===== src/include/twdbg_pkg.sv =====
// Constants and types shared by the two-wire debug port
package twdbg_pkg;
    localparam int          FLASH_SIZE_BYTES = 32768;
    localparam int          FLASH_ADDR_W     = 15;
    localparam logic [14:0] BOOT_PAGE_LAST   = 15'h03FF;
    localparam logic [7:0]  LOCK_BYTE_ERASED = 8'hFF;
    localparam logic [9:0]  INFO_LOCK_ADDR   = 10'h000;
    localparam int          LOCK_DBG_BIT     = 0;
    localparam int          LOCK_SIZE_LSB    = 1;
    localparam int          LOCK_SIZE_MSB    = 3;
    localparam int          LOCK_BOOT_BIT    = 4;
    localparam logic [2:0]  LOCK_SIZE_ALL    = 3'h0;
    localparam logic [7:0]  CMD_MASS_ERASE   = 8'h14;
    localparam logic [7:0]  CMD_WR_CONFIG    = 8'h1D;
    localparam logic [7:0]  CMD_RD_CONFIG    = 8'h24;
    localparam logic [7:0]  CMD_STATUS_READ  = 8'h34;
    localparam logic [7:0]  CMD_HALT         = 8'h44;
    localparam logic [7:0]  CMD_RESUME       = 8'h4C;
    localparam logic [5:0]  CMD_INJECT_TOP   = 6'h15;
    localparam logic [7:0]  CMD_SINGLE_STEP  = 8'h5C;
    localparam logic [5:0]  CMD_STEP_REPL_TOP = 6'h19;
    localparam logic [7:0]  CMD_IDENTITY     = 8'h68;
    localparam logic [7:0]  CMD_SET_BREAK    = 8'h3B;
    localparam int          CFG_INFO_PAGE_BIT = 3;
    localparam int          ST_ERASE_BUSY_BIT = 7;
    localparam int          ST_LOCK_BIT      = 2;
    localparam int          ST_OSC_BIT       = 6;
    localparam int          ENTRY_EDGES      = 2;
    localparam logic [2:0]  CLKDIV_MAX_OK    = 3'h1;
    localparam logic [7:0]  CMD_REJECT_ANSWER = 8'h00;
    typedef enum logic [4:0] {
        TWDBG_IDLE  = 5'b00001,
        TWDBG_RXCMD = 5'b00010,
        TWDBG_RXARG = 5'b00100,
        TWDBG_EXEC  = 5'b01000,
        TWDBG_TX    = 5'b10000
    } twdbg_state_type;
endpackage


===== src/design/twdbg_fifo.sv =====
// Small synchronous FIFO with valid/ready on both sides
`timescale 1ns/1ns
module twdbg_fifo #(
    parameter int WIDTH = 8,
    parameter int DEPTH = 16
) (
    input  wire logic             ref_clk,
    input  wire logic             rst,
    input  wire logic [WIDTH-1:0] in_data,
    input  wire logic             in_valid,
    output logic                  in_ready,
    output logic      [WIDTH-1:0] out_data,
    output logic                  out_valid,
    input  wire logic             out_ready
);
    localparam int AW = $clog2(DEPTH);
    logic [WIDTH-1:0] mem_q [DEPTH];
    logic [AW-1:0]    wr_q, wr_d, rd_q, rd_d;
    logic [AW:0]      cnt_q, cnt_d;
    logic             push, pop;

    assign in_ready  = (cnt_q != (AW+1)'(DEPTH));
    assign out_valid = (cnt_q != '0);
    assign out_data  = mem_q[rd_q];
    assign push      = in_valid && in_ready;
    assign pop       = out_valid && out_ready;

    always_comb begin
        wr_d  = push ? wr_q + 1'b1 : wr_q;
        rd_d  = pop ? rd_q + 1'b1 : rd_q;
        cnt_d = cnt_q + {{AW{1'b0}}, push} - {{AW{1'b0}}, pop};
    end

    always_ff @(posedge ref_clk or posedge rst) begin
        if (rst) begin
            wr_q  <= '0;
            rd_q  <= '0;
            cnt_q <= '0;
        end else begin
            wr_q  <= wr_d;
            rd_q  <= rd_d;
            cnt_q <= cnt_d;
        end
    end

    // Storage needs no reset; occupancy guards every read
    always_ff @(posedge ref_clk) begin
        if (push) begin
            mem_q[wr_q] <= in_data;
        end
    end
endmodule


===== src/design/twdbg_port.sv =====
// Two-wire debug port: entry, bit shifting, framing, lock byte gating
`timescale 1ns/1ns
module twdbg_port #(
    parameter int FIFO_DEPTH = 16
) (
    input  wire logic        ref_clk,
    input  wire logic        rst,
    input  wire logic        reset_n_pin,
    input  wire logic        debug_clock_pin,
    input  wire logic        debug_data_pin_in,
    output logic             debug_data_pin_out,
    output logic             debug_data_pin_oe,
    input  wire logic        gpio_data_out,
    input  wire logic        gpio_data_oe,
    input  wire logic        gpio_clock_out,
    input  wire logic        gpio_clock_oe,
    output logic             debug_clock_pin_out,
    output logic             debug_clock_pin_oe,
    input  wire logic [2:0]  system_clock_divider,
    input  wire logic        deep_sleep_mode_two,
    input  wire logic        deep_sleep_mode_three,
    input  wire logic        osc_stable,
    input  wire logic [7:0]  flash_lock_byte,
    input  wire logic        erase_done,
    input  wire logic [7:0]  cmd_answer,
    input  wire logic        flash_wr_req,
    input  wire logic [14:0] flash_wr_addr,
    input  wire logic        flash_wr_info_page,
    output logic             flash_wr_allow,
    output logic             debug_mode,
    output logic             info_page_sel,
    output logic             mass_erase_start,
    output logic [7:0]       cmd_out_data,
    output logic             cmd_out_valid,
    input  wire logic        cmd_out_ready
);
    logic [2:0] clk_sync_q, dat_sync_q, rstn_sync_q;
    logic       entry_cnt_q, entry_cnt_d;
    logic       dbg_q, dbg_d;
    twdbg_pkg::twdbg_state_type st_q, st_d;
    logic [7:0] sh_q, sh_d, cmd_q, cmd_d, cfg_q, cfg_d;
    logic [2:0] bit_q, bit_d;
    logic [1:0] args_q, args_d;
    logic [7:0] lock_q, lock_d;
    logic       rep_lock_q, rep_lock_d, busy_q, busy_d;
    logic       tx_bit_q, tx_bit_d, lock_load_q, lock_load_d;
    logic       rise, fall, ddat, allowed, cpu_ctl, deep;
    logic [7:0] status, ans;
    logic       fifo_valid_in, fifo_ready;
    logic [14:0] prot_base;

    // Third stage only feeds the edge detector, never the first flop
    always_ff @(posedge ref_clk or posedge rst) begin
        if (rst) begin
            clk_sync_q  <= 3'h0;
            dat_sync_q  <= 3'h0;
            rstn_sync_q <= 3'h0;
        end else begin
            clk_sync_q  <= {clk_sync_q[1:0], debug_clock_pin};
            dat_sync_q  <= {dat_sync_q[1:0], debug_data_pin_in};
            rstn_sync_q <= {rstn_sync_q[1:0], reset_n_pin};
        end
    end
    assign ddat = dat_sync_q[1];
    assign rise = clk_sync_q[1] && !clk_sync_q[2];
    assign fall = !clk_sync_q[1] && clk_sync_q[2];
    assign deep = deep_sleep_mode_two || deep_sleep_mode_three;

    assign cpu_ctl = (cmd_q == twdbg_pkg::CMD_HALT) || (cmd_q == twdbg_pkg::CMD_RESUME)
        || (cmd_q[7:2] == twdbg_pkg::CMD_INJECT_TOP) || (cmd_q == twdbg_pkg::CMD_SINGLE_STEP)
        || (cmd_q[7:2] == twdbg_pkg::CMD_STEP_REPL_TOP);
    assign allowed = lock_q[twdbg_pkg::LOCK_DBG_BIT]
        || (cmd_q == twdbg_pkg::CMD_MASS_ERASE) || (cmd_q == twdbg_pkg::CMD_STATUS_READ)
        || (cmd_q == twdbg_pkg::CMD_IDENTITY);

    always_comb begin
        status = 8'h00;
        status[twdbg_pkg::ST_ERASE_BUSY_BIT] = busy_q;
        status[twdbg_pkg::ST_OSC_BIT]        = osc_stable;
        status[twdbg_pkg::ST_LOCK_BIT]       = rep_lock_q;
        if (cmd_q == twdbg_pkg::CMD_STATUS_READ) begin
            ans = status;
        end else if (cmd_q == twdbg_pkg::CMD_RD_CONFIG) begin
            ans = cfg_q;
        end else if (!allowed || (busy_q && cmd_q != twdbg_pkg::CMD_MASS_ERASE)) begin
            ans = twdbg_pkg::CMD_REJECT_ANSWER;
        end else if (cmd_q == twdbg_pkg::CMD_MASS_ERASE) begin
            ans = status;
        end else begin
            ans = cmd_answer;
        end
    end

    // Argument count by opcode; injected instructions carry yy bytes
    function automatic logic [1:0] arg_count(input logic [7:0] c);
        if (c[7:2] == twdbg_pkg::CMD_INJECT_TOP || c[7:2] == twdbg_pkg::CMD_STEP_REPL_TOP) begin
            arg_count = c[1:0];
        end else if (c == twdbg_pkg::CMD_WR_CONFIG) begin
            arg_count = 2'h1;
        end else if (c == twdbg_pkg::CMD_SET_BREAK) begin
            arg_count = 2'h3;
        end else begin
            arg_count = 2'h0;
        end
    endfunction

    always_comb begin
        dbg_d       = dbg_q;
        entry_cnt_d = entry_cnt_q;
        st_d        = st_q;
        sh_d        = sh_q;
        cmd_d       = cmd_q;
        cfg_d       = cfg_q;
        bit_d       = bit_q;
        args_d      = args_q;
        tx_bit_d    = tx_bit_q;
        busy_d      = busy_q && !erase_done;
        lock_d      = lock_q;
        rep_lock_d  = rep_lock_q;
        lock_load_d = 1'b0;
        fifo_valid_in    = 1'b0;
        mass_erase_start = 1'b0;
        if (!rstn_sync_q[1]) begin
            lock_load_d = 1'b1;
            if (rise) begin
                if (entry_cnt_q) begin
                    dbg_d = 1'b1;
                end
                entry_cnt_d = 1'b1;
            end
        end else begin
            entry_cnt_d = 1'b0;
        end
        if (lock_load_q) begin
            lock_d     = flash_lock_byte;
            rep_lock_d = flash_lock_byte[twdbg_pkg::LOCK_DBG_BIT];
        end
        // Held device reset also drops a frame cut short by the host
        if (deep || !rstn_sync_q[1]) begin
            st_d = twdbg_pkg::TWDBG_IDLE;
        end else if (dbg_q) begin
            case (st_q)
                twdbg_pkg::TWDBG_IDLE: begin
                    bit_d = 3'h0;
                    st_d  = twdbg_pkg::TWDBG_RXCMD;
                end
                twdbg_pkg::TWDBG_RXCMD, twdbg_pkg::TWDBG_RXARG: begin
                    if (fall) begin
                        sh_d  = {sh_q[6:0], ddat};
                        bit_d = bit_q + 3'h1;
                        if (bit_q == 3'h7) begin
                            if (st_q == twdbg_pkg::TWDBG_RXCMD) begin
                                cmd_d  = {sh_q[6:0], ddat};
                                args_d = arg_count({sh_q[6:0], ddat});
                                st_d   = (arg_count({sh_q[6:0], ddat}) == 2'h0)
                                    ? twdbg_pkg::TWDBG_EXEC : twdbg_pkg::TWDBG_RXARG;
                            end else begin
                                if (cmd_q == twdbg_pkg::CMD_WR_CONFIG && allowed) begin
                                    cfg_d = {sh_q[6:0], ddat};
                                end
                                args_d = args_q - 2'h1;
                                st_d   = (args_q == 2'h1) ? twdbg_pkg::TWDBG_EXEC
                                    : twdbg_pkg::TWDBG_RXARG;
                            end
                        end
                    end
                end
                twdbg_pkg::TWDBG_EXEC: begin
                    sh_d  = ans;
                    bit_d = 3'h0;
                    // The host clock never waits, so a full queue drops the opcode
                    fifo_valid_in = fifo_ready;
                    if (cmd_q == twdbg_pkg::CMD_MASS_ERASE && !busy_q) begin
                        mass_erase_start = 1'b1;
                        busy_d = 1'b1;
                        lock_d = twdbg_pkg::LOCK_BYTE_ERASED;
                    end
                    if (cpu_ctl && allowed && !busy_q) begin
                        rep_lock_d = lock_q[twdbg_pkg::LOCK_DBG_BIT];
                    end
                    st_d     = twdbg_pkg::TWDBG_TX;
                    tx_bit_d = ans[7];
                end
                twdbg_pkg::TWDBG_TX: begin
                    if (rise) begin
                        tx_bit_d = sh_q[7];
                        sh_d     = {sh_q[6:0], 1'b0};
                    end
                    if (fall) begin
                        bit_d = bit_q + 3'h1;
                        if (bit_q == 3'h7) begin
                            st_d = twdbg_pkg::TWDBG_RXCMD;
                        end
                    end
                end
                default: st_d = twdbg_pkg::TWDBG_IDLE;
            endcase
        end
        if (flash_wr_req && flash_wr_info_page && flash_wr_addr[9:0] == twdbg_pkg::INFO_LOCK_ADDR
            && flash_wr_allow) begin
            lock_d = lock_q;
        end
    end

    always_ff @(posedge ref_clk or posedge rst) begin
        if (rst) begin
            dbg_q       <= 1'b0;
            entry_cnt_q <= 1'b0;
            st_q        <= twdbg_pkg::TWDBG_IDLE;
            sh_q        <= 8'h00;
            cmd_q       <= 8'h00;
            cfg_q       <= 8'h00;
            bit_q       <= 3'h0;
            args_q      <= 2'h0;
            tx_bit_q    <= 1'b0;
            busy_q      <= 1'b0;
            lock_q      <= twdbg_pkg::LOCK_BYTE_ERASED;
            rep_lock_q  <= 1'b1;
            lock_load_q <= 1'b1;
        end else begin
            dbg_q       <= dbg_d;
            entry_cnt_q <= entry_cnt_d;
            st_q        <= st_d;
            sh_q        <= sh_d;
            cmd_q       <= cmd_d;
            cfg_q       <= cfg_d;
            bit_q       <= bit_d;
            args_q      <= args_d;
            tx_bit_q    <= tx_bit_d;
            busy_q      <= busy_d;
            lock_q      <= lock_d;
            rep_lock_q  <= rep_lock_d;
            lock_load_q <= lock_load_d;
        end
    end

    // Protected span counted down from the top of flash
    always_comb begin
        case (lock_q[twdbg_pkg::LOCK_SIZE_MSB:twdbg_pkg::LOCK_SIZE_LSB])
            3'h0: prot_base = 15'h0000;
            3'h1: prot_base = 15'h2000;
            3'h2: prot_base = 15'h4000;
            3'h3: prot_base = 15'h6000;
            3'h4: prot_base = 15'h7000;
            3'h5: prot_base = 15'h7800;
            3'h6: prot_base = 15'h7C00;
            default: prot_base = 15'h7FFF;
        endcase
    end
    always_comb begin
        flash_wr_allow = 1'b1;
        if (flash_wr_info_page) begin
            flash_wr_allow = dbg_q && info_page_sel;
        end else if (lock_q[twdbg_pkg::LOCK_SIZE_MSB:twdbg_pkg::LOCK_SIZE_LSB]
                     != 3'h7 && flash_wr_addr >= prot_base) begin
            flash_wr_allow = 1'b0;
        end else if (flash_wr_addr <= twdbg_pkg::BOOT_PAGE_LAST
                     && (!lock_q[twdbg_pkg::LOCK_BOOT_BIT]
                         || lock_q[twdbg_pkg::LOCK_SIZE_MSB:twdbg_pkg::LOCK_SIZE_LSB]
                            == twdbg_pkg::LOCK_SIZE_ALL)) begin
            flash_wr_allow = 1'b0;
        end
    end

    twdbg_fifo #(.WIDTH(8), .DEPTH(FIFO_DEPTH)) u_cmd_fifo (
        .ref_clk   (ref_clk),
        .rst       (rst),
        .in_data   (cmd_q),
        .in_valid  (fifo_valid_in && allowed && !busy_q),
        .in_ready  (fifo_ready),
        .out_data  (cmd_out_data),
        .out_valid (cmd_out_valid),
        .out_ready (cmd_out_ready)
    );

    assign debug_mode    = dbg_q;
    assign info_page_sel = cfg_q[twdbg_pkg::CFG_INFO_PAGE_BIT];
    assign debug_data_pin_out  = dbg_q ? tx_bit_q : gpio_data_out;
    assign debug_data_pin_oe   = dbg_q ? (st_q == twdbg_pkg::TWDBG_TX) : gpio_data_oe;
    assign debug_clock_pin_out = gpio_clock_out;
    assign debug_clock_pin_oe  = dbg_q ? 1'b0 : gpio_clock_oe;

    AST_NO_CLK_DRIVE: assert property (@(posedge ref_clk) disable iff (rst)
        dbg_q |-> !debug_clock_pin_oe) else $error("clock pin driven in debug");
    AST_OE_ONLY_TX: assert property (@(posedge ref_clk) disable iff (rst)
        (dbg_q && st_q != twdbg_pkg::TWDBG_TX) |-> !debug_data_pin_oe)
        else $error("data pin driven early");
    AST_LOCKED_REJECT: assert property (@(posedge ref_clk) disable iff (rst)
        (st_q == twdbg_pkg::TWDBG_EXEC && !lock_q[twdbg_pkg::LOCK_DBG_BIT]
            && cmd_q == twdbg_pkg::CMD_HALT)
        |-> !u_cmd_fifo.push) else $error("locked command passed");
    AST_ERASE_UNLOCK: assert property (@(posedge ref_clk) disable iff (rst)
        mass_erase_start |=> lock_q == twdbg_pkg::LOCK_BYTE_ERASED) else $error("erase kept lock");
    AST_BOOT_PROT: assert property (@(posedge ref_clk) disable iff (rst)
        (!flash_wr_info_page && flash_wr_addr <= twdbg_pkg::BOOT_PAGE_LAST
            && !lock_q[twdbg_pkg::LOCK_BOOT_BIT])
        |-> !flash_wr_allow) else $error("boot page writable");
    AST_REP_STABLE: assert property (@(posedge ref_clk) disable iff (rst)
        (rep_lock_q != $past(rep_lock_q))
        |-> ($past(st_q) == twdbg_pkg::TWDBG_EXEC || $past(lock_load_q)))
        else $error("reported lock moved");
    AST_DEEP_IDLE: assert property (@(posedge ref_clk) disable iff (rst)
        deep |=> st_q == twdbg_pkg::TWDBG_IDLE) else $error("debug active in deep sleep");
    AST_GPIO_PASS: assert property (@(posedge ref_clk) disable iff (rst)
        !dbg_q |-> debug_data_pin_oe == gpio_data_oe) else $error("gpio not passed");
endmodule


===== config.mk =====
export PLATFORM = sky130hd
export DESIGN_NAME = twdbg_port
export DESIGN_NICKNAME = d
export VERILOG_FILES = /design/src/include/twdbg_pkg.sv /design/src/design/twdbg_fifo.sv /design/src/design/twdbg_port.sv
export SDC_FILE = /design/constraint.sdc
export NUM_CORES = 1
export LEC_CHECK = 0
export BUFFER_PORTS_ARGS = -buffer_cell sky130_fd_sc_hd__buf_2
export CAP_MARGIN = 5
export CORE_ASPECT_RATIO = 1.5
export CORE_MARGIN = 8
export CORE_UTILIZATION = 50
export CTS_BUF_LIST = sky130_fd_sc_hd__clkbuf_4
export DETAILED_ROUTE_END_ITERATION = 10
export HOLD_SLACK_MARGIN = 0.05
export PLACE_DENSITY = 0.79
export SLEW_MARGIN = 0
export SYNTH_ARGS = -nofsm -noshare
export SYNTH_HDL_FRONTEND = slang
export SYNTH_SLANG_ARGS = --single-unit

===== constraint.sdc =====
create_clock -name ref_clk -period 4.55 [get_ports ref_clk]
set_input_delay 1.365 -clock ref_clk [delete_from_list [all_inputs] [get_ports ref_clk]]
set_output_delay 1.365 -clock ref_clk [all_outputs]
set_load 0.03 [all_outputs]

After elaboration in Yosys (flattened, before gate mapping)
Memory sizes are Yosys's and may differ from the RTL's.
Cells that the tools add are included.
{"block": "classes", "addsub": 6, "n_lt_le_gt_ge": 2, "eq_ne": 37, "n_mux": 64, "n_bitwise": 3, "n_reduce_logical": 57}
{"operator": "$pmux W15 S7", "n": 1}
{"operator": "$mux W8", "n": 11}
{"operator": "$eq A8 B7 Y1 const B", "n": 4}
{"operator": "$mux W5", "n": 6}
{"operator": "$mux W1", "n": 28}
{"operator": "$eq A6 B5 Y1 const B", "n": 4}
{"operator": "$eq A8 B5 Y1 const B", "n": 3}
{"operator": "$eq A8 B6 Y1 const B", "n": 3}
{"operator": "$pmux W8 S3", "n": 1}
{"operator": "$mux W2", "n": 10}
{"operator": "$pmux W5 S4", "n": 1}
{"operator": "$logic_and A1 B1 Y1", "n": 18}
{"operator": "$ge A15 B15 Y1", "n": 1}
{"operator": "$le A15 B10 Y1 const B", "n": 1}
{"operator": "$ne A3 B3 Y1 const B", "n": 5}
{"operator": "$reduce_and A5 Y1", "n": 3}
{"operator": "$eq A3 B3 Y1 const B", "n": 4}
{"operator": "$logic_or A1 B1 Y1", "n": 12}
{"operator": "$mux W4", "n": 3}
{"operator": "$logic_not A10 Y1", "n": 1}
{"operator": "$add A4 B1 Y4 const B", "n": 2}
{"operator": "$ne A8 B5 Y1 const B", "n": 1}
{"operator": "$reduce_and A4 Y1", "n": 2}
{"operator": "$reduce_bool A2 Y1", "n": 4}
{"operator": "other kinds (29)", "n": 40}
{"block": "word_totals", "regBits": 68, "ram_bits": 128, "in_bits": 50, "out_inout_bits": 17, "word_cells": 189, "memories": 1}
{"memory": "u_cmd_fifo.mem_q", "depth": 16, "width": 8, "read_ports": 1, "rd_ports_with_merged_regs": 0, "write_ports": 1, "line": "twdbg_fifo.sv:17", "source": "logic [WIDTH-1:0] mem_q [DEPTH];"}

Depth between registers and ports, before layout
Gate-level depths: netlist (run 1).
{"block": "logic_depth", "word_depth": 18, "depth_mapped": 15, "mapped_depth_nobuf": 14}

Modules after synthesis
Synthesis (run 1) repeated with hierarchy kept, for this count alone.
{"block": "hier_totals", "cells_unflattened": 663, "area_unflattened_um2": 8953.6}
{"mod": "twdbg_fifo", "n_inst": 1, "cells_each": 322, "area_per_inst_um2": 5753.0, "seq_area_each_um2": 4169.0}
{"mod": "twdbg_port", "n_inst": 1, "cells_each": 341, "area_per_inst_um2": 3200.6, "seq_area_each_um2": 1311.3}

Worst setup path after synthesis (run 1)
Ideal clock, no wire load.
{"block": "synth_path", "path_kind": "input-to-output", "start": "input flash_wr_addr[4]", "end": "output flash_wr_allow", "t_arrival_ps": 2914, "required_ps": 3185, "slack_ps": 271, "cell_stages": 6, "n_path_buf": 0, "cell_sequence": "ha_1 a211o_1 a21oi_1 o31ai_1 a211o_1 a31oi_1"}
{"block": "synth_via", "elab_chain_len": 5, "word_cells_on_any_way": 7, "cone_classes": "2 x order compare; 3 x mux; 2 x reduce/logical"}
{"item": "from (decl)", "line": "twdbg_port.sv:27", "source": "input wire logic [14:0] flash_wr_addr,"}
{"item": "$le A15 B10 Y1", "line": "twdbg_port.sv:257", "source": "end else if (flash_wr_addr <= twdbg_pkg::BOOT_PAGE_LAST"}
{"item": "$logic_and A1 B1 Y1", "line": "twdbg_port.sv:258", "source": "&& (!lock_q[twdbg_pkg::LOCK_BOOT_BIT]"}
{"item": "$mux W1", "line": "twdbg_port.sv:257"}
{"item": "$mux W1 (*)", "line": "twdbg_port.sv:254", "source": "end else if (lock_q[twdbg_pkg::LOCK_SIZE_MSB:twdbg_pkg::LOCK_SIZE_LSB]"}
{"item": "$mux W1 (*)", "line": "twdbg_port.sv:252", "source": "if (flash_wr_info_page) begin"}
{"item": "to (decl)", "line": "twdbg_port.sv:29", "source": "output logic flash_wr_allow,"}
Every way passes the cells marked *; elsewhere a longest branch is shown, timed or not.

Worst setup path after layout (run 1)
{"block": "layout_path", "start": "input deep_sleep_mode_two", "end": "output mass_erase_start"}
{"block": "layout_via", "elab_chain_len": 3}
{"item": "from (decl)", "line": "twdbg_port.sv:20", "source": "input wire logic deep_sleep_mode_two,"}
{"item": "$logic_or A1 B1 Y1", "line": "twdbg_port.sv:67", "source": "assign deep = deep_sleep_mode_two || deep_sleep_mode_three;"}
{"item": "$logic_or A1 B1 Y1", "line": "twdbg_port.sv:139", "source": "if (deep || !rstn_sync_q[1]) begin"}
{"item": "$mux W1", "line": "twdbg_port.sv:139"}
{"item": "to (decl)", "line": "twdbg_port.sv:32", "source": "output logic mass_erase_start,"}
Every way passes these cells.

==> impl_metrics.toml, run 1 <==
[layout]
syn2layout_area_growth_pct = 10.2
drive_gt1_frac = 0.228
final_nets = 786

[setup_path]
rr_worst_depth = 5
cp.arrival_ns = 2.98
path_class = "in -> out"
start_kind = "primary input"
cp-end-kind = "output pin"
crit_chain = "buf_2 -> nand4bb_1 -> or4_4 -> or2_2 -> inv_2 -> buf_2"
critPathSlowestCell = "or4_4"
cp_data_required_time_ns = 3.18
critPathMaxStageDelay_ns = 0.59
cp_max_fo = 3
worst-path-buf-inv = 3
cp_common_cell = "buf_2"
reg2reg_from = "cmd_q[5]"
rrSetupSlack_ns = 1.34
rr_endpoint = "cfg_q[2]"
crit_family = "simple AND/OR/NAND/NOR gates"

[sta]
hold_viol = 0
max_freq_mhz = 230
drv_slew = 0
clock_skew_ns = 0.0244
setup_violations = 0
slew_headroom = 0.467
grt_setup_unrepaired = "false"
worst_pin_slew_ns = 0.799
post-route-period-util = 0.956
fin_tns_setup_ns = 0
period_needed_ns = 4.35

[clock_network]
cts_tree = "built"
clockBufferDepth = 2
ctsHoldBuffers = 0
worst_skew_pair.late_latency_ns = 0.57
clk_pin_slew_ns = 0.17
cts_buffers = 17
cts_sinks = 193
h-tree-depth = 4
cts-root-buf = "clkbuf_4"

[pwr]
power_uw = 4020
seqPwrFrac = 0.500
p_leak_uw = 0.00423
sw_frac_of_total = 0.340
comb_power_share = 0.257
p_per_area_mw_per_mm2 = 410
peakVddDrop_uv = 188
switchingPower_uw = 1370
p_int_uw = 2650
clkPwrFrac = 0.243

[die]
die_area_mm2 = 0.0224
die_height_um = 179
die_x_um = 125
io_pins = 67
core_area_mm2 = 0.0177
rows = 60
initial_utilization = 0.502

[placement]
routabilityCongestion = 0.837
numPortBuffers = 58
dp_hpwl_mm = 13.4

[global_routing]
grt_first_pass_wirelength_mm = 29.8
antenna_found_initial = 1
grt_pass1_vias = 5884
grt_use_total = 0.168
grt_max_degree = 36
grt.overflow.total = 0

[routing]
wl_per_cell_um = 19.7
dr.pass1.iters = 5
antenna_left = 0
num_vias = 5605
drc = 0
totalWireLength_mm = 18.5
avgViaCountPerCell = 5.98
drt_iter0_drc = 332

[run_status]
status = "complete, no violations"

[synth]
synth_most_common_cell = "edfxtp_1"
synth_common_cells = "edfxtp_1 (128), dfrtp_1 (57), nor2_1 (38)"
syn_inst = 643
synth_edf_count = 128
synth_area_leaders = "edfxtp_1 (43%), dfrtp_1 (16%), mux2i_1 (4.2%)"
yosys_warnings = 0
synth_seq_area_share = 0.616
syn_nets = 723
netlist_area_mm2 = 0.00890
synth_top_area_cell = "edfxtp_1"
ys.flop_type = "edfxtp_1"
ys_ff_latch = 193
async_reset_ff_frac = 0.337
synth_top_area_share = 0.432
ys_types = 67
syn_area_per_cell_um2 = 13.8

[flow_run]
maxCapViolCount = 0

[worst_hold_path]
min_to = "rstn_sync_q[1]"
hold_start = "rstn_sync_q[0]"
hold_path_depth = 0
hp-class = "reg -> reg"
==> worst max-delay path by stage <==
stage,from,slack (ns),to,depth (start not counted)
final,deep_sleep_mode_two,0.20,mass_erase_start,6
after detailed placement,deep_sleep_mode_two,0.21,mass_erase_start,6
after global placement,deep_sleep_mode_two,0.24,mass_erase_start,6
after CTS,lock_q[3],0.16,flash_wr_allow,8
after global routing,lock_q[3],0.003,flash_wr_allow,8
after floorplan,flash_wr_addr[4],0.27,flash_wr_allow,6
==> layer usage <==
layer  up-vias  track usage  part of all wire
li1       2613            -                 -
met1      2760        0.175              0.38
met2       189        0.309              0.54
met3        43       0.0350             0.040
met4         0       0.0871             0.038
met5         -            0                 0
==> cell type report <==
type	count	area (µm²)
Fill cell	1422	7910
Sequential cell	193	5480
Multi-Input combinational cell	393	3190
Timing Repair Buffer	75	418
Tap cell	217	272
Clock inverter	15	225
Clock buffer	17	128
Inverter	26	97.6
Antenna cell	1	2.50
==> timing repair <==
action,CTS,global route
resized for setup,1,0
buffers inserted,0,0
setup endpoints to repair,1,0
==> power by group through the flow <==
stage | Sequential, µW | Combinational (µW) | Clock [µW]
CTS | 2010 | 1050 | 1010
global placement | 2050 | 1020 | 0
finish | 2010 | 1030 | 979
floorplan | 1980 | 809 | 0
detailed placement | 2050 | 1050 | 0
global route | 2020 | 1130 | 1070
==> worst register-to-register path: cells and delay by family, from the launching register on <==
kind / cells / cell delay (ns)
flops: 1 / 0.86
mux: 1 / 0.40
simple gates: 4 / 1.86
==> registers in the layout, indices dropped and copies added (netlist names) <==
| name | count |
|---|---|
| args_q | 2 |
| sh_q | 8 |
| bit_q | 3 |
| rep_lock_q | 1 |
| debug_mode | 1 |
| tx_bit_q | 1 |
| u_cmd_fifo.mem_q | 128 |
| lock_load_q | 1 |
| lock_q | 5 |
| u_cmd_fifo.cnt_q | 5 |
| cfg_q | 8 |
| st_q | 5 |
| u_cmd_fifo.wr_q | 4 |
| busy_q | 1 |
| cmd_q | 8 |
| rstn_sync_q | 2 |
| dat_sync_q | 2 |
| entry_cnt_q | 1 |
| u_cmd_fifo.rd_q | 4 |
| clk_sync_q | 3 |
==> cells in the final DEF, fill, tap and decap left out, drive strengths merged, types with 5 or more instances in the layout <==
cell type	instances
mux2	16
nand4	13
nand2	37
mux2i	37
o21ai	23
edfxtp	128
clkinv	8
inv	32
a41oi	5
nor3	8
a31oi	9
dfrtp	57
clkbuf	17
nand3	14
ha	29
nor2	38
a221oi	16
mux4	16
buf	75
xor2	5
a22oi	10
and3	11
and2	5
nor2b	10
a21oi	12
o22a	5
xnor2	9
dfstp	8
nand4b	5
o31ai	9
==> through the flow <==
stage	hold WS (ns)	setup WS, ns	area [µm²]	util	cells
floorplan	0.331	0.271	8900	-	643
global placement	0.333	0.238	9450	0.533	904
detailed placement	0.340	0.215	9450	0.533	904
CTS	0.380	0.160	9810	0.554	936
global route	0.391	0.00313	9810	0.554	937
finish	0.376	0.200	9810	0.554	937
==> logic make-up after synthesis <==
group	count (synthesis)	synth area share
flops	193	0.616
simple gates	166	0.103
compound gates	114	0.0925
mux	69	0.105
buf+inv	57	0.0266
fa+ha+maj	30	0.0430
xor+xnor	14	0.0138
Note: power is estimated with default switching activity, not from simulation.
==> inputs of run 2 (changes only) <==
--- a/config.mk
+++ b/config.mk
@@ -8,12 +8,12 @@
 export BUFFER_PORTS_ARGS = -buffer_cell sky130_fd_sc_hd__buf_2
 export CAP_MARGIN = 5
 export CORE_ASPECT_RATIO = 1.5
-export CORE_MARGIN = 8
+export CORE_MARGIN = 4
 export CORE_UTILIZATION = 50
 export CTS_BUF_LIST = sky130_fd_sc_hd__clkbuf_4
 export DETAILED_ROUTE_END_ITERATION = 10
 export HOLD_SLACK_MARGIN = 0.05
-export PLACE_DENSITY = 0.79
+export PLACE_DENSITY = 0.82
 export SLEW_MARGIN = 0
 export SYNTH_ARGS = -nofsm -noshare
 export SYNTH_HDL_FRONTEND = slang
==> constraint.sdc (replaced) <==
create_clock -name ref_clk -period 3.6 [get_ports ref_clk]
set_input_delay 1.08 -clock ref_clk [delete_from_list [all_inputs] [get_ports ref_clk]]
set_output_delay 1.08 -clock ref_clk [all_outputs]
set_load 0.03 [all_outputs]
==> run 2 against run 1 <==
Against the previous run:
- the run now ends with setup timing left
- wire length increased by 5.6%
- register-to-register slack got worse by 0.73 ns
- largest power group unchanged
- clock power increased by 31%
- critical endpoint is now flash_wr_allow
- sequential power increased by 26%
- setup slack got worse by 0.34 ns
- critical path depth increased by 2
==> impl_metrics.toml, run 2 (synthesized netlist as in run 1, its figures left out) <==
[die]
die_x_um = 117
die_area_mm2 = 0.0200
die_height_um = 171
initial_utilization = 0.511
io_pins = 67
rows = 59
core_area_mm2 = 0.0174

[clock_network]
worst_skew_pair.late_latency_ns = 0.58
clockBufferDepth = 2
cts_tree = "built"
ctsHoldBuffers = 0
cts_sinks = 193
cts-root-buf = "clkbuf_4"
h-tree-depth = 4
cts_buffers = 17
clk_pin_slew_ns = 0.17

[pwr]
peakVddDrop_uv = 237
p_leak_uw = 0.00440
p_per_area_mw_per_mm2 = 517

[sta]
drv_slew = 0
hold_viol = 0
worst_pin_slew_ns = 0.741
clock_skew_ns = 0.0347
max_freq_mhz = 267
fin_tns_setup_ns = -0.140
grt_setup_unrepaired = "true"
final.setup.worst_slack_ns = -0.140
post-route-period-util = 1.04
period_needed_ns = 3.74
slew_headroom = 0.506
setup_violations = 1

[layout]
final_nets = 813
final_common_cell = "edfxtp_1"
largest_reg_flops = 128
largest-register = "u_cmd_fifo.mem_q"
nFillCells = 1287
final_cells = 960
drive_gt1_frac = 0.287
syn2layout_area_growth_pct = 14.7
layout_common_cells = "edfxtp_1 (128), buf_2 (56), dfrtp_1 (53)"

[routing]
totalWireLength_mm = 19.5
antenna_left = 0
drt_iter0_drc = 320
dr.pass1.iters = 5
wl_per_cell_um = 20.4
avgViaCountPerCell = 6.07
num_vias = 5828
drc = 0

[global_routing]
antenna_found_initial = 1
grt_pass1_vias = 6149
grt_use_total = 0.205
grt_first_pass_wirelength_mm = 31.5
grt_max_degree = 36
grt.overflow.total = 0

[worst_hold_path]
hold_start = "clk_sync_q[0]"
hp-class = "reg -> reg"

[run_status]
status = "finished, violations left"
violations = "setup timing"

[placement]
numPortBuffers = 58
routabilityCongestion = 0.938
dp_hpwl_mm = 13.9
placed_cells = 916

[flow_run]
maxCapViolCount = 0

[setup_path]
reg2reg_from = "st_q[2]"
path_class = "reg -> out"
cp_max_fo = 7
cp-end-kind = "output pin"
start_kind = "flop"
cp_data_required_time_ns = 2.52
cp.arrival_ns = 2.66
crit_path_start = "lock_q[2]"
-- run 2: metal layers --
layer,GRT usage,part of all wire,up-vias
met1,0.236,0.37,2892
met5,0,0,-
met2,0.370,0.55,220
met4,0.0913,0.037,0
met3,0.0324,0.046,54
li1,-,-,2662
-- run 2: repair_timing --
item | CTS | global route
setup buffers | 9 | 2
endpoints found under the setup margin | 10 | 11
pin swaps | 6 | 2
gates resized for setup | 26 | 6
gates cloned | 0 | 0
-- run 2: power by group --
group,leakage [µW],internal [µW],total [µW],switching [µW]
Sequential,0.00230,2430,2540,115
Combinational,0.00192,625,1460,838
Clock,0.000180,419,1280,856
-- run 2: layout make-up --
class	instances	area, µm²	share of cell area
Sequential cell	193	5490	0.538
Multi-Input combinational cell	393	3320	0.325
Timing Repair Buffer	102	687	0.0673
Tap cell	213	267	0.0261
Clock inverter	15	220	0.0216
Clock buffer	17	128	0.0125
Inverter	26	97.6	0.00956
Antenna cell	1	2.50	0.000245
-- run 2: worst max-delay path: stages (launching register included) --
cell and delay (ns):
dfstp_2 0.60, nand3_4 0.15, ha_4 0.26, a211o_1 0.27, a21oi_2 0.14, o31ai_1 0.10
a211o_1 0.27, a31oi_2 0.14, buf_6 0.15
-- run 2: final timing paths --
path	endpoint	slack, ns	cells past startpoint
min	clk_sync_q[1]	0.37	0
max in group asynchronous	rep_lock_q	2.32	3
min reg2reg	clk_sync_q[1]	0.37	0
min in group asynchronous	bit_q[1]	0.56	2
max	flash_wr_allow	-0.14	8
max reg2reg	u_cmd_fifo.cnt_q[4]	0.61	12
-- run 2: through the flow --
step                      total power, µW  setup slack (ns)  hold slack, ns   util  cell area (µm²)
after CTS                            5260            -0.149           0.375  0.583            10200
after global placement               3860            -0.147           0.336  0.552             9620
after detailed placement             3920            -0.183           0.338  0.552             9620
after floorplan                      3530            0.0242           0.331      -             8910
after global routing                 5530            -0.282           0.387  0.586            10200
final                                5280            -0.140           0.372  0.586            10200
==> inputs of run 3 (changes only) <==
--- a/config.mk
+++ b/config.mk
@@ -13,7 +13,7 @@
 export CTS_BUF_LIST = sky130_fd_sc_hd__clkbuf_4
 export DETAILED_ROUTE_END_ITERATION = 10
 export HOLD_SLACK_MARGIN = 0.05
-export PLACE_DENSITY = 0.82
+export PLACE_DENSITY = 0.76
 export SLEW_MARGIN = 0
 export SYNTH_ARGS = -nofsm -noshare
 export SYNTH_HDL_FRONTEND = slang
==> run 3 against run 2 <==
Against the previous run:
- the run still ends with setup timing left
- sequential share of layout area increased by 0.35 points
- die area is the same
- critical endpoint unchanged
- setup slack better by 0.010 ns
- final area decreased by 0.70%
- clock skew down 0.0088 ns
- total power down 2.2%
- global-route usage decreased by 0.94 points
- critical path depth grew 1
==> impl_metrics.toml, run 3 (synthesized netlist as in run 1, its figures left out) <==
[run_status]
status = "finished, violations left"
violations = "setup timing"

[global_routing]
antenna_found_initial = 1
grt_pass1_vias = 5918
grt_first_pass_wirelength_mm = 29.9
grt_max_degree = 39
grt_use_total = 0.196
grt.overflow.total = 0

[die]
initial_utilization = 0.511
core_area_mm2 = 0.0174
die_area_mm2 = 0.0200
io_pins = 67
die_x_um = 117
die_height_um = 171
rows = 59

[setup_path]
crit_family = "compound AO/OA/AOI/OAI gates"
cp-end-kind = "output pin"
crit_chain = "nand3_4 -> buf_4 -> ha_1 -> a21o_1 -> nand3_1 -> a21oi_1 -> a211o_1 -> a31oi_2 -> buf_6"
cp_max_fo = 8
worst-path-buf-inv = 2
cp_data_required_time_ns = 2.52
path_class = "reg -> out"
cp.arrival_ns = 2.65
critPathMaxStageDelay_ns = 0.60
start_kind = "flop"
critPathSlowestCell = "dfstp_2"

[layout]
final_area_mm2 = 0.0101
layout_common_cells = "edfxtp_1 (128), buf_2 (55), dfrtp_1 (53)"
final_cells = 958
final_common_cell = "edfxtp_1"
syn2layout_area_growth_pct = 13.9
final_nets = 811
drive_gt1_frac = 0.281
largest_reg_flops = 128
largest-register = "u_cmd_fifo.mem_q"

[pwr]
switchingPower_uw = 1800
p_per_area_mw_per_mm2 = 509
p_int_uw = 3360
seqPwrFrac = 0.486
peakVddDrop_uv = 322
clkPwrFrac = 0.231
p_leak_uw = 0.00438
comb_power_share = 0.283
sw_frac_of_total = 0.349

[routing]
avgViaCountPerCell = 5.88
wl_per_cell_um = 19.4
totalWireLength_mm = 18.6
drc = 0
num_vias = 5631
antenna_left = 0
dr.pass1.iters = 4
drt_iter0_drc = 298

[clock_network]
clockBufferDepth = 2
cts_buffers = 17
cts_tree = "built"
cts-root-buf = "clkbuf_4"
cts_sinks = 193
worst_skew_pair.late_latency_ns = 0.57
h-tree-depth = 4
clk_pin_slew_ns = 0.16

[sta]
fin_tns_setup_ns = -0.129
drv_slew = 0
setup_violations = 1
final.setup.worst_slack_ns = -0.129
clock_skew_ns = 0.0259
worst_pin_slew_ns = 0.715
grt_setup_unrepaired = "true"
hold_viol = 0
post-route-period-util = 1.04
max_freq_mhz = 268
period_needed_ns = 3.73
fin_hold_ws_ns = 0.369
slew_headroom = 0.523

[placement]
dp_hpwl_mm = 13.2
place_area_mm2 = 0.00963
numPortBuffers = 58
placed_cells = 919
routabilityCongestion = 0.852

[worst_hold_path]
hp-class = "reg -> reg"

[flow_run]
maxCapViolCount = 0
## run 3: cell count changes in the layout (fill, tap and decap cells not counted), sizes merged
cell / change
buf: -2
bufinv: -1
clkinv: +1
## run 3: per-layer routing
| layer | vias to the layer above | part of all wire | track usage |
|---|---|---|---|
| met1 | 2751 | 0.38 | 0.223 |
| met2 | 184 | 0.54 | 0.351 |
| met5 | - | 0 | 0 |
| met4 | 0 | 0.032 | 0.0833 |
| li1 | 2657 | - | - |
| met3 | 39 | 0.043 | 0.0398 |
## run 3: through the flow
step	power (µW)	utilization	setup slack, ns
after global placement	3890	0.552	-0.161
after detailed placement	3940	0.552	-0.181
after CTS	5170	0.579	-0.201
after global routing	5450	0.582	-0.294
after floorplan	3530	-	0.0242
final	5160	0.582	-0.129
## run 3: what timing repair did
item,in CTS,in global routing
pin swaps,6,4
gates resized for setup,21,10
hold buffers,0,0
setup endpoints to repair,10,11
buffers inserted,4,2
## run 3: path summary, 6_finish.rpt
check,slack [ns],start,end,cells past startpoint
worst max-delay path,-0.13,lock_q[3],flash_wr_allow,9
worst min-delay path,0.37,rstn_sync_q[0],rstn_sync_q[1],0
worst max register to register,0.56,st_q[2],u_cmd_fifo.cnt_q[4],12
worst min register to register,0.37,rstn_sync_q[0],rstn_sync_q[1],0
max in group asynchronous,2.30,rst,lock_q[3],3
min in group asynchronous,0.58,rst,bit_q[1],2
## run 3: power groups by stage
stage	registers [µW]	logic (µW)	clock network [µW]
after floorplan	2510	1020	0
after global placement	2540	1350	0
after detailed placement	2550	1390	0
after CTS	2500	1450	1220
after global routing	2520	1610	1320
final	2510	1460	1190
## run 3: worst register-to-register path, cell delays in order (launching register included)
cell      delay [ns]
dfrtp_1         0.43
or4b_4          0.54
or4_4           0.44
buf_4           0.18
a211oi_4        0.23
ha_1            0.21
inv_1           0.06
fa_1            0.44
inv_1           0.09
a21oi_1         0.08
nor2_1          0.09
nor2_1          0.06
xnor2_1         0.12
## run 3: layout make-up
| cell class | count | area (µm²) |
|---|---|---|
| multi-input cells | 393 | 3320 |
| inverters | 26 | 97.6 |
| fillers | 1366 | 7280 |
| clock inverters | 15 | 194 |
| diodes | 1 | 2.50 |
| repair buffers | 100 | 646 |
| clock buffers | 17 | 128 |
| flip-flops and latches | 193 | 5490 |
| well taps | 213 | 267 |
